**src/design/tmr_cfg.svh**
```systemverilog
/*
 * constants of the eight-bit single compare timer: values, codes, masks, resets.
 * assumes inclusion by bare name from the tick, waveform and core design files of the timer.
 */
// Notes on behaviour
// - counter and compare are 8-bit software registers
// - each request has flag bit and mask bit
// - clock select zero stops and holds counter
// - tick from io clock, or crystal when selected
// - 0x00 is bottom, 0xFF is max
// - top is 0xFF or compare, per mode
// - each tick clears, increments or decrements counter
// - counter access works without any tick source
// - software counter write beats clear or count
// - two waveform mode bits pick counting sequence
// - overflow flag set per mode, may interrupt
// - match sets compare flag on next tick
// - compare enable high lets flag interrupt
// - flag cleared by service or one written
// - output from match, mode, output mode bits
// - compare buffered only in pwm modes
// - buffered value loads at top or bottom
// - software compare access hits buffer when buffered
// - force acts like match in normal and clear-on-match modes, no flag, no clear
// - counter write blocks match on next tick
// - mode 0 normal, 2 clear-on-match, 3 fast
// - clear-on-match mode zeroes counter at compare
// - normal wraps 0xFF to 0x00, flags overflow
// - output mode zero does nothing at match
`ifndef TMR_CFG_SVH
`define TMR_CFG_SVH

// counter extremes
`define TMR_BOTTOM   8'h00
`define TMR_MAX      8'hff

// reset values
`define TMR_CNT_RST  8'h00
`define TMR_CMP_RST  8'h00
`define TMR_PRE_RST  10'h000

// compare output mode codes
`define TMR_COM_NONE 2'h0
`define TMR_COM_TGL  2'h1
`define TMR_COM_CLR  2'h2
`define TMR_COM_SET  2'h3

// flag bit positions in interrupt_flag_reg
`define TMR_FLAG_OVF 0
`define TMR_FLAG_CMP 1

// prescaler masks: divisor minus one
`define TMR_DIV1     10'h000
`define TMR_DIV8     10'h007
`define TMR_DIV32    10'h01f
`define TMR_DIV64    10'h03f
`define TMR_DIV128   10'h07f
`define TMR_DIV256   10'h0ff
`define TMR_DIV1024  10'h3ff

`endif

```
**src/design/tmr_pkg.sv**
```systemverilog
/*
 * types shared by the timer modules.
 * assumes nothing of its surroundings.
 */
package tmr_pkg;
	// waveform_mode_field codes in order 0..3
	typedef enum logic [1:0] {
		TMR_NORMAL,
		TMR_PHASE,
		TMR_CTC,
		TMR_FAST
	} tmr_mode_e;
endpackage

```
**src/design/tmr_cnt_if.sv**
```systemverilog
/*
 * internal carrier between the timer core, its tick source and its waveform logic.
 * assumes all three sit on the one clock and reset.
 */
`timescale 1ns/1ps
`default_nettype none
interface tmr_cnt_if (
	input wire logic clk,
	input wire logic rst
);
	logic              tick;       // one-cycle timer tick
	logic [2:0]        cs;         // clock_select_field
	logic              async_sel;  // async_clock_select
	logic              xtal_rise;  // synced crystal edge
	tmr_pkg::tmr_mode_e mode;      // active waveform mode
	logic [1:0]        com;        // compare_output_mode
	logic              match_evt;  // unblocked match on a tick
	logic              bottom_evt; // tick landing on bottom in fast mode
	logic              dir_down;   // phase mode downslope
	logic              force_cmp;  // force strobe
	logic              oc_q;       // current compare output
	logic              oc_d;       // next compare output

	modport tick_src (input clk, rst, cs, async_sel, xtal_rise, output tick);
	modport wave (input clk, rst, mode, com, match_evt, bottom_evt, dir_down,
		force_cmp, oc_q, output oc_d);
endinterface
`default_nettype wire

```
**src/design/tmr_tick_gen.sv**
```systemverilog
/*
 * timer tick source: ten-bit prescaler fed by io clock or crystal edges.
 * assumes xtal_rise is already synchronised and one cycle wide.
 */
`timescale 1ns/1ps
`default_nettype none
`include "tmr_cfg.svh"
module tmr_tick_gen (
	// carrier
	tmr_cnt_if.tick_src t
);
	logic [9:0] pre_q;  // prescaler count
	logic [9:0] pre_d;  // next count
	logic [9:0] mask;   // selected divisor mask
	logic       src;    // source event this cycle

	// divisor pick and tick decode
	always_comb
	begin
		src = t.async_sel ? t.xtal_rise : 1'b1;
		unique case (t.cs)
			3'h1: mask = `TMR_DIV1;
			3'h2: mask = `TMR_DIV8;
			3'h3: mask = `TMR_DIV32;
			3'h4: mask = `TMR_DIV64;
			3'h5: mask = `TMR_DIV128;
			3'h6: mask = `TMR_DIV256;
			3'h7: mask = `TMR_DIV1024;
			3'h0: mask = `TMR_DIV1;
		endcase
		// zero select gives no tick at all
		t.tick = (t.cs != 3'h0) && src && ((pre_q & mask) == mask);
		pre_d = src ? pre_q + 10'h001 : pre_q;
	end

	// prescaler free-runs so taps stay aligned across selects
	always_ff @(posedge t.clk)
	begin
		if (t.rst)
			pre_q <= `TMR_PRE_RST;
		else
			pre_q <= pre_d;
	end
endmodule
`default_nettype wire

```
**src/design/tmr_wave_gen.sv**
```systemverilog
/*
 * waveform generator: next compare output from match, bottom, mode and output mode.
 * assumes the core registers oc_d into oc_q every cycle.
 */
`timescale 1ns/1ps
`default_nettype none
`include "tmr_cfg.svh"
module tmr_wave_gen (
	// carrier
	tmr_cnt_if.wave w
);
	logic nonpwm; // normal or clear-on-match

	// next output value
	always_comb
	begin
		nonpwm = (w.mode == tmr_pkg::TMR_NORMAL) || (w.mode == tmr_pkg::TMR_CTC);
		w.oc_d = w.oc_q;
		unique case (w.mode)
			tmr_pkg::TMR_NORMAL, tmr_pkg::TMR_CTC:
			begin
				// forced strobe acts as a match here only
				if (w.match_evt || w.force_cmp)
				begin
					unique case (w.com)
						`TMR_COM_TGL: w.oc_d = ~w.oc_q;
						`TMR_COM_CLR: w.oc_d = 1'b0;
						`TMR_COM_SET: w.oc_d = 1'b1;
						`TMR_COM_NONE: w.oc_d = w.oc_q;
					endcase
				end
			end
			tmr_pkg::TMR_FAST:
			begin
				// match wins if it lands on bottom together
				if (w.match_evt && w.com[1])
					w.oc_d = w.com[0];
				else if (w.bottom_evt && w.com[1])
					w.oc_d = ~w.com[0];
			end
			tmr_pkg::TMR_PHASE:
			begin
				// upslope clears for non-inverting, downslope sets
				if (w.match_evt && w.com[1])
					w.oc_d = w.com[0] ^ w.dir_down;
			end
		endcase
	end
endmodule
`default_nettype wire

```
**src/design/tmr_core.sv**
```systemverilog
/*
 * eight-bit timer/counter with one compare unit: counter, compare buffer,
 * flags, interrupt requests and compare output.
 * assumes software strobes are one clk wide and synchronous to clk;
 * crystal_pin_in is asynchronous and is synchronised here.
 */
`timescale 1ns/1ps
`default_nettype none
`include "tmr_cfg.svh"
module tmr_core #(
	parameter int W = 8 // counter width
) (
	// clock and reset
	input  wire logic         clk,
	input  wire logic         rst,
	// counter access
	input  wire logic         cnt_wr,
	input  wire logic [W-1:0] cnt_wdata,
	output logic [W-1:0]      counter_value,
	// compare access
	input  wire logic         cmp_wr,
	input  wire logic [W-1:0] cmp_wdata,
	output logic [W-1:0]      compare_value,
	// timer_control_a and clock fields
	input  wire logic [1:0]   waveform_mode_field,
	input  wire logic [1:0]   compare_output_mode,
	input  wire logic [2:0]   clock_select_field,
	input  wire logic         async_clock_select,
	input  wire logic         force_compare,
	// interrupt_mask_reg bits
	input  wire logic         overflow_irq_enable,
	input  wire logic         compare_irq_enable,
	// interrupt_flag_reg clear and service
	input  wire logic         flag_clear_wr,
	input  wire logic [1:0]   flag_clear_data,
	input  wire logic         overflow_irq_ack,
	input  wire logic         compare_irq_ack,
	// status and requests
	output logic [1:0]        interrupt_flag_reg,
	output logic              overflow_irq,
	output logic              compare_irq,
	// pins
	input  wire logic         crystal_pin_in,
	output logic              crystal_pin_out,
	output logic              compare_output
);
	tmr_cnt_if c (.clk(clk), .rst(rst));

	logic [W-1:0] cnt_q, cnt_d;       // counter
	logic [W-1:0] ocr_q, ocr_d;       // active compare
	logic [W-1:0] buf_q, buf_d;       // compare buffer
	logic [W-1:0] cmp_rd_q, cmp_rd_d; // compare readback
	logic         dir_q, dir_d;       // phase mode going down
	logic         blk_q, blk_d;       // match blocked after write
	logic         ovf_q, ovf_d;       // overflow flag
	logic         cf_q, cf_d;         // compare flag
	logic         oirq_q, cirq_q;     // request outputs
	logic         oc_q;               // compare output
	logic [2:0]   xs_q;               // crystal sync chain
	logic         xo_q;               // crystal feedback drive
	logic         pwm;                // buffered modes
	logic         match;              // comparator equality
	logic         top_hit;            // counter at top
	logic         ovf_set, cf_set;    // flag set events
	logic         load;               // buffer to active transfer
	logic [W-1:0] max_v, bot_v;       // extremes at width

	assign max_v = W'(`TMR_MAX);
	assign bot_v = W'(`TMR_BOTTOM);

	// carrier hookup
	assign c.cs        = clock_select_field;
	assign c.async_sel = async_clock_select;
	assign c.xtal_rise = xs_q[1] & ~xs_q[2];
	assign c.mode      = tmr_pkg::tmr_mode_e'(waveform_mode_field);
	assign c.com       = compare_output_mode;
	assign c.dir_down  = dir_q;
	assign c.force_cmp = force_compare & ~pwm;
	assign c.oc_q      = oc_q;

	// tick source and waveform logic share the carrier
	tmr_tick_gen u_tick (
		.t (c.tick_src)
	);

	tmr_wave_gen u_wave (
		.w (c.wave)
	);

	// crystal pin sync; xs_q[0] feeds only xs_q[1]
	always_ff @(posedge clk)
	begin
		if (rst)
		begin
			xs_q <= 3'h0;
			xo_q <= 1'b0;
		end
		else
		begin
			xs_q <= {xs_q[1:0], crystal_pin_in};
			xo_q <= ~xs_q[1]; // inverting feedback for the crystal
		end
	end

	// counter, direction and block: next values
	always_comb
	begin
		pwm     = (c.mode == tmr_pkg::TMR_FAST) || (c.mode == tmr_pkg::TMR_PHASE);
		match   = (cnt_q == ocr_q);
		// top is compare in clear-on-match mode, else max
		top_hit = (c.mode == tmr_pkg::TMR_CTC) ? match : (cnt_q == max_v);
		cnt_d   = cnt_q;
		dir_d   = dir_q;
		ovf_set = 1'b0;
		if (c.tick)
		begin
			unique case (c.mode)
				tmr_pkg::TMR_NORMAL, tmr_pkg::TMR_FAST:
				begin
					cnt_d = cnt_q + W'(1); // wraps max to bottom
					ovf_set = (cnt_q == max_v);
				end
				tmr_pkg::TMR_CTC:
				begin
					cnt_d = top_hit ? bot_v : cnt_q + W'(1);
					ovf_set = (cnt_q == max_v);
				end
				tmr_pkg::TMR_PHASE:
				begin
					if (!dir_q && cnt_q == max_v)
					begin
						cnt_d = cnt_q - W'(1);
						dir_d = 1'b1;
					end
					else if (dir_q && cnt_q == bot_v)
					begin
						cnt_d = cnt_q + W'(1);
						dir_d = 1'b0;
						ovf_set = 1'b1;
					end
					else
						cnt_d = dir_q ? cnt_q - W'(1) : cnt_q + W'(1);
				end
			endcase
		end
		// direction only matters in phase mode; park it low elsewhere
		if (c.mode != tmr_pkg::TMR_PHASE)
			dir_d = 1'b0;
		// block lasts until the tick after a write, stopped or not
		blk_d = cnt_wr ? 1'b1 : (c.tick ? 1'b0 : blk_q);
		if (cnt_wr)
			cnt_d = cnt_wdata;
	end

	// match and bottom events, each only on a tick
	assign c.match_evt  = c.tick & match & ~blk_q;
	assign c.bottom_evt = c.tick & (cnt_q == max_v) & (c.mode == tmr_pkg::TMR_FAST);

	// counter registers
	always_ff @(posedge clk)
	begin
		if (rst)
		begin
			cnt_q <= `TMR_CNT_RST;
			dir_q <= 1'b0;
			blk_q <= 1'b0;
		end
		else
		begin
			cnt_q <= cnt_d;
			dir_q <= dir_d;
			blk_q <= blk_d;
		end
	end

	// compare active, buffer and readback: next values
	always_comb
	begin
		// fast loads at bottom, phase at top
		load = pwm && c.tick && (cnt_q == max_v) &&
			((c.mode == tmr_pkg::TMR_FAST) || !dir_q);
		buf_d = cmp_wr ? cmp_wdata : buf_q;
		ocr_d = ocr_q;
		if (!pwm && cmp_wr)
			ocr_d = cmp_wdata;
		else if (load)
			ocr_d = buf_q;
		cmp_rd_d = pwm ? buf_d : ocr_d;
	end

	// compare registers
	always_ff @(posedge clk)
	begin
		if (rst)
		begin
			ocr_q    <= `TMR_CMP_RST;
			buf_q    <= `TMR_CMP_RST;
			cmp_rd_q <= `TMR_CMP_RST;
		end
		else
		begin
			ocr_q    <= ocr_d;
			buf_q    <= buf_d;
			cmp_rd_q <= cmp_rd_d;
		end
	end

	// flags: a set in the clearing cycle wins
	// clears come from acks and write-one strobes
	always_comb
	begin
		cf_set = c.match_evt;
		ovf_d = ovf_q;
		cf_d  = cf_q;
		if (overflow_irq_ack || (flag_clear_wr && flag_clear_data[`TMR_FLAG_OVF]))
			ovf_d = 1'b0;
		if (compare_irq_ack || (flag_clear_wr && flag_clear_data[`TMR_FLAG_CMP]))
			cf_d = 1'b0;
		if (ovf_set)
			ovf_d = 1'b1;
		if (cf_set)
			cf_d = 1'b1;
	end

	// flag, request and output registers
	always_ff @(posedge clk)
	begin
		if (rst)
		begin
			ovf_q  <= 1'b0;
			cf_q   <= 1'b0;
			oirq_q <= 1'b0;
			cirq_q <= 1'b0;
			oc_q   <= 1'b0;
		end
		else
		begin
			ovf_q  <= ovf_d;
			cf_q   <= cf_d;
			oirq_q <= ovf_q & overflow_irq_enable;
			cirq_q <= cf_q & compare_irq_enable;
			oc_q   <= c.oc_d;
		end
	end

	assign counter_value      = cnt_q;
	assign compare_value      = cmp_rd_q;
	assign interrupt_flag_reg = {cf_q, ovf_q};
	assign overflow_irq       = oirq_q;
	assign compare_irq        = cirq_q;
	assign compare_output     = oc_q;
	assign crystal_pin_out    = xo_q;
endmodule
`default_nettype wire

```
**config.mk**
```make
export PLATFORM = sky130hd
export DESIGN_NAME = tmr_core
export DESIGN_NICKNAME = d
export VERILOG_FILES = /design/src/design/tmr_pkg.sv /design/src/design/tmr_cnt_if.sv /design/src/design/tmr_tick_gen.sv /design/src/design/tmr_wave_gen.sv /design/src/design/tmr_core.sv
export VERILOG_INCLUDE_DIRS = /design/src /design/src/design
export SDC_FILE = /design/constraint.sdc
export NUM_CORES = 1
export LEC_CHECK = 0
export BUFFER_PORTS_ARGS = -buffer_cell sky130_fd_sc_hd__buf_4
export CORE_UTILIZATION = 50
export CTS_BUF_LIST = sky130_fd_sc_hd__clkbuf_8
export DETAILED_ROUTE_END_ITERATION = 7
export HOLD_SLACK_MARGIN = 0.05
export PLACE_DENSITY = 0.74
export SYNTH_ARGS = -nofsm -noshare
export SYNTH_HDL_FRONTEND = slang
export SYNTH_HIERARCHICAL = 1
export SYNTH_SLANG_ARGS = --single-unit
```
**constraint.sdc**
```tcl
create_clock -name clk -period 3.7 [get_ports clk]
set_input_delay 0.555 -clock clk [delete_from_list [all_inputs] [get_ports clk]]
set_output_delay 0.555 -clock clk [all_outputs]
set_load 0.02 [all_outputs]
```
=== Word level (Yosys, flattened, before mapping) ===
Memories as Yosys holds them, arrays and structs flattened.
Cells that the tools add are included.

* Bits in registers: 53
* Bits in latches: 0
* Bits in writable memories: 0
* ROM bits: 80
* Input port bits: 37
* Output and inout port bits: 22
* Word-level logic and storage cells: 112
* Memories: 1

{| class="wikitable"
|+ Memories
! memory !! words !! width !! read ports !! clocked after Yosys merged registers in !! wr ports !! line !! text
|-
| (no name shown) || 8 || 10 || 1 || 0 || 0 || tmr_tick_gen.sv:21 || <nowiki>unique case (t.cs)</nowiki>
|}

* $add $sub $neg: 3
* Multiply operators: 0
* Divide/modulo/power cells: 0
* Magnitude comparators: 0
* Equality and inequality tests: 14
* Shifts and indexed selects: 0
* Multiplexer cells: 31
* Bitwise logic cells: 16
* Reductions and logical operators: 33

{| class="wikitable"
|+ Operator list
! kind !! number
|-
| 8-bit 2-to-1 mux || 10
|-
| 8-bit one-hot mux with 3 select lines || 1
|-
| 1-bit 2-to-1 mux || 17
|-
| 1-bit logical AND || 12
|-
| 10-bit by 1-bit adder with 10-bit output, second input constant || 1
|-
| 10-bit AND || 1
|-
| 10-bit == test || 1
|-
| 8-bit by 1-bit adder with 8-bit output, second input constant || 1
|-
| 1-bit AND || 8
|-
| 2-bit == test, second input constant || 4
|-
| 8-bit == test || 1
|-
| 8-bit == test, second input constant || 1
|-
| 8-bit logical NOT || 1
|-
| 2-bit nonzero test || 4
|-
| 8-bit by 1-bit subtractor with 8-bit output, second input constant || 1
|-
| 2-bit by 1-bit != test with 1-bit output, second input constant || 3
|-
| 1-bit NOT || 6
|-
| 1-bit one-hot mux with 3 select lines || 2
|-
| 2-bit OR reduction || 3
|-
| 1-bit logical OR || 5
|-
| 2-bit by 1-bit == test with 1-bit output, second input constant || 2
|-
| 2-bit logical NOT || 2
|-
| 4-bit AND reduction || 1
|-
| 3-bit by 1-bit != test with 1-bit output, second input constant || 1
|-
| other kinds (7) || 8
|}

=== Logic depth before layout (Yosys ltp) ===
* Word-level depth: 11
* Gate-level depth with buffers: 12

=== Modules after synthesis ===
Netlist, hierarchy kept.

{| class="wikitable"
|+ Modules (own cells, without submodules)
! module !! times used !! cells an instance !! area an instance (um^2) !! seq. area each (um^2)
|-
| tmr_core || 1 || 287 || 2333.5 || 860.8
|-
| tmr_tick_gen || 1 || 61 || 508.0 || 200.2
|-
| tmr_wave_gen || 1 || 14 || 105.1 || 0.0
|}

=== Least setup slack after synthesis ===
OpenSTA, ideal clock, no wires.

* Path kind: input-to-reg
* Start point: in async_clock_select
* End point: reg oc_q, in the netlist compare_output
* Library setup time: 0.066 ns
* Data arrival time: 2.641 ns
* Data required time: 3.634 ns
* Setup slack: 0.993 ns
* Stages on the path: 10
* Cell sequence: nand2b_1 clkbuf_1 o2111ai_1 a21oi_1 inv_1 nor3_1 and4b_1 or4_1 o211ai_1 nor2b_1

* Longest elaborated chain between the ends: 8

{| class="wikitable"
|+ Ends and longest elaborated chain
! what !! line !! text
|-
| start, declared || tmr_core.sv:28 || <nowiki>input wire logic async_clock_select,</nowiki>
|-
| 1-bit 2-to-1 mux || tmr_tick_gen.sv:20 || <nowiki>src = t.async_sel ? t.xtal_rise : 1'b1;</nowiki>
|-
| 1-bit logical AND (2 in a row) || tmr_tick_gen.sv:32 || <nowiki>t.tick = (t.cs != 3'h0) && src && ((pre_q & mask) == mask);</nowiki>
|-
| named net c.tick || tmr_cnt_if.sv:11 || <nowiki>logic tick;</nowiki>
|-
| 1-bit AND (2 in a row) || tmr_core.sv:156 || <nowiki>assign c.match_evt = c.tick & match & ~blk_q;</nowiki>
|-
| named net c.match_evt || tmr_cnt_if.sv:17 || <nowiki>logic match_evt;</nowiki>
|-
| 1-bit logical AND || tmr_wave_gen.sv:36 || <nowiki>if (w.match_evt && w.com[1])</nowiki>
|-
| 1-bit 2-to-1 mux || tmr_wave_gen.sv:36 ||
|-
| 1-bit one-hot mux with 3 select lines || tmr_wave_gen.sv:19 || <nowiki>unique case (w.mode)</nowiki>
|-
| named net c.oc_d || tmr_cnt_if.sv:22 || <nowiki>logic oc_d;</nowiki>
|-
| end signal, assigned || tmr_core.sv:242 || <nowiki>oc_q <= c.oc_d;</nowiki>
|-
| end, declared || tmr_core.sv:58 || <nowiki>logic oc_q;</nowiki>
|}

The timed path passes the listed nets, and every way through them passes these cells.
A chain may end at the register's enable or synchronous reset.

=== Worst setup path in the final report ===
* Start point: reg xs_q[1]
* End point: reg ocr_q[4]

* Longest elaborated chain between the ends: 9

{| class="wikitable"
|+ Ends and longest elaborated chain
! what !! line !! text
|-
| start, declared || tmr_core.sv:59 || <nowiki>logic [2:0] xs_q;</nowiki>
|-
| start signal, assigned || tmr_core.sv:100 || <nowiki>xs_q <= {xs_q[1:0], crystal_pin_in};</nowiki>
|-
| 1-bit AND || tmr_core.sv:74 || <nowiki>assign c.xtal_rise = xs_q[1] & ~xs_q[2];</nowiki>
|-
| named net c.xtal_rise || tmr_cnt_if.sv:14 || <nowiki>logic xtal_rise;</nowiki>
|-
| 1-bit 2-to-1 mux || tmr_tick_gen.sv:20 ||
|-
| 1-bit logical AND (2 in a row) || tmr_tick_gen.sv:32 ||
|-
| named net c.tick || tmr_cnt_if.sv:11 ||
|-
| 1-bit logical AND (3 in a row) || tmr_core.sv:180 || <nowiki>load = pwm && c.tick && (cnt_q == max_v) &&</nowiki>
|-
| 8-bit 2-to-1 mux || tmr_core.sv:186 || <nowiki>else if (load)</nowiki>
|-
| 8-bit 2-to-1 mux || tmr_core.sv:184 || <nowiki>if (!pwm && cmp_wr)</nowiki>
|-
| end signal, assigned || tmr_core.sv:196 || <nowiki>ocr_q <= `TMR_CMP_RST;</nowiki>
|-
| end signal, assigned || tmr_core.sv:202 || <nowiki>ocr_q <= ocr_d;</nowiki>
|-
| end, declared || tmr_core.sv:50 || <nowiki>logic [W-1:0] ocr_q, ocr_d;</nowiki>
|}

The timed path passes the listed nets, and every way through them passes these cells.

==> results.toml <==
[synthesis]
ys.warnings.count = 6
synth_most_common_cell = "dfxtp_1"
synth_top_area_share_pct = 36.0
synth.distinct_cells = 59
synth_cells = 362
synth_flop_cell = "dfxtp_1"
yosys_register_bits = 53
synth_edf_count = 0
synth_area_per_cell_um2 = 8.14
synth_common_cells = "dfxtp_1, nor2_1, a21oi_1, nand2_1, mux2i_1"
synth-seq-area-share_pct = 36.0
async_flop_share_pct = 0
synthesis.area_um2 = 2950
synth_largest_area_cell = "dfxtp_1"
synthTopCellsByArea = "dfxtp_1, nor2_1, mux2i_1, a21oi_1, xor2_1"
synthesis.nets = 406

[global_routing]
grt_first_pass_wirelength_um = 11800
grt_max_degree = 52
grt.total_usage_pct = 23.5
grt_pass1_vias = 2578
gr-total-overflow = 0
antenna_found_initial = 0

[routing]
antenna_left = 0
routed_via_density = 5.65
wl_per_cell_um = 14.3
drc_errors = 0
drtPass1Iterations = 4
num_vias = 2708
detail_route.wirelength_um = 6840
drt_first_iter_violations = 185

[run]
drv_cap = 0

[finish]
antenna_cells = 0
drive_gt1_share_pct = 19.7
final_nets = 450
area_delta_synth_final_pct = 17.9

[critical_path]
ff2ff_path_depth = 10
end_kind = "flop"
path_cells = "nor2b_1 > nand2b_1 > o2111ai_1 > a21oi_1 > buf_4 > inv_1 > nor3_1 > o21ai_1 > mux2i_1 > a211oi_1"
slowest_delay_ps = 420
arrival_ps = 2960
worstSetupPathType = "flop to flop"
worstSetupStartpoint = "xs_q[1]$_SDFF_PP0_"
r2r_end = "ocr_q[4]$_SDFF_PP0_"
required_ps = 3920
cp-endpoint = "ocr_q[4]$_SDFF_PP0_"
cp_slowest_cell = "o21ai_1"
setup.worst_path.start_class = "flop"
timing.rr.start = "xs_q[1]$_SDFF_PP0_"
path_max_fanout = 12
regToRegSetupSlack_ps = 960

[hold_path]
hold_class = "flop to flop"

[clock_network]
htree_levels = 2
post_cts_buffers = 0
hold_buffers = 0
ctsLongestPathBuffers = 2
cts.sinks = 53
cts_resized = 0
clk_latency_ps = 310
cts-root-buf = "clkbuf_8"
cts_buffers = 5
cts_tree = "done"
cts.clk_slew.worst_paths_ps = 90

[place]
place.gp.congestion = 0.849
dp_hpwl_um = 4730
port_buffers = 58
post-place-ws_ps = 802

[die]
dieArea_um2 = 6200
die_x_um = 78.8
die_h_um = 78.8
start_util_pct = 52.5
core_area_um2 = 5610
num_io_pins = 59
row_count = 27

[timing]
fin_worst_skew_ps = 13.4
worstMarginPinSlew_ps = 935
post-route-period-util_pct = 74.0
fmax_ghz = 0.365
max-slew-margin-rel_pct = 37.3
rsz0062_at_grt = "no"
tns_ps = 0
hold_violations = 0
period_needed_ps = 2740
maxSlewViolCount = 0
fin_ws_ps = 963
setup_viol = 0

[status]
status = "completed"

[power_and_ir_drop]
power.density_nw_per_um2 = 339
vdd_drop_max_mv = 0.185
p_leak_nw = 1.51
==> cells by family (layout without fill, tap and decap cells) <==
kind of cell,count (synthesis),after routing,share of synthesized area (%)
and+or+nand+nor,140,140,24.8
AOI/OAI and AO/OA,84,84,17.5
DFF,53,53,36.0
buffers and inverters,34,79,4.88
xor gates and xnor gates,26,26,7.73
muxes,18,18,6.11
adders and majority gates,7,7,2.97
==> area by class of cell <==
| class | count | area, um2 |
|---|---|---|
| Fill cell | 511 | 2130 |
| Multi-Input combinational cell | 275 | 1740 |
| Sequential cell | 53 | 1060 |
| Timing Repair Buffer | 61 | 458 |
| Tap cell | 72 | 90.1 |
| Clock buffer | 5 | 68.8 |
| Inverter | 10 | 37.5 |
| Clock inverter | 3 | 17.5 |
==> through the flow <==
stage               hold slack [ps]  utilization (%)  area [um2]  std cells  power (mW)
detailed placement              412             60.4        3390        471       0.860
global placement                413             60.4        3390        471       0.856
CTS                             426             62.0        3470        479        1.19
finish                          423             62.0        3470        479        1.18
floorplan                       399                -        2950        362       0.778
global route                    471             62.0        3470        479        1.24
==> state kept, by name, indices dropped and copies added (netlist names) <==
signal and cells:
xs_q 3, blk_q 1, counter_value 8, u_tick/pre_q 10, overflow_irq 1, compare_output 1
cf_q 1, buf_q 8, c.dir_down 1, ocr_q 8, ovf_q 1, compare_value 8
crystal_pin_out 1, compare_irq 1
==> power breakdown <==
group	internal (mW)	switching [mW]
sequential	0.599	0.0331
clock	0.133	0.196
combinational	0.104	0.113
==> placed cells by master (no fill, tap or decap), drive strengths merged, types with 2 or more instances in the layout <==
cell type  Yosys  routed
nor2b          6       6
and2           2       2
a211oi         9       9
ha             7       7
a21boi         3       3
nand2         24      24
nor2          50      50
and3           6       6
a21oi         31      31
nand4          5       5
or3            2       2
a221oi         2       2
nor3          10      10
mux2i         18      18
o21ai         18      18
or4            2       2
nor4           5       5
xor2          14      14
inv           10      12
nor4b          5       5
buf            8      61
a31oi          7       7
nand2b         9       9
xnor2         12      12
dfxtp         53      53
clkbuf        16       5
o211ai         3       3
nand3          4       4
or2            2       2
==> critical path: cells and delay by family, from the launching register on <==
| kind | cells | cell delay [ps] |
|---|---|---|
| simple gates | 3 | 800 |
| buf+inv | 2 | 310 |
| compound gates | 4 | 980 |
| mux | 1 | 220 |
| flops | 1 | 340 |
==> worst min-delay path by stage <==
stage                       start                          to  depth (start not counted)
2_1_floorplan  xs_q[1]$_SDFF_PP0_  crystal_pin_out$_SDFF_PP0_                          1
3_3_place_gp   xs_q[1]$_SDFF_PP0_  crystal_pin_out$_SDFF_PP0_                          1
3_5_place_dp   xs_q[1]$_SDFF_PP0_  crystal_pin_out$_SDFF_PP0_                          1
4_1_cts        xs_q[1]$_SDFF_PP0_  crystal_pin_out$_SDFF_PP0_                          1
5_1_grt            crystal_pin_in          xs_q[0]$_SDFF_PP0_                          2
6_report       xs_q[1]$_SDFF_PP0_  crystal_pin_out$_SDFF_PP0_                          1
==> per-layer routing <==
layer / track usage, % / vias up / part of all wire, % / wire length (um)
li1: - / 1363 / - / -
met1: 30.8 / 1259 / 47 / 3180
met2: 39.6 / 81 / 47 / 3250
met3: 4.25 / 5 / 5.3 / 361
met4: 6.11 / 0 / 0.67 / 46
met5: 0 / - / 0 / 0
Power figures use the tool's default switching activity.
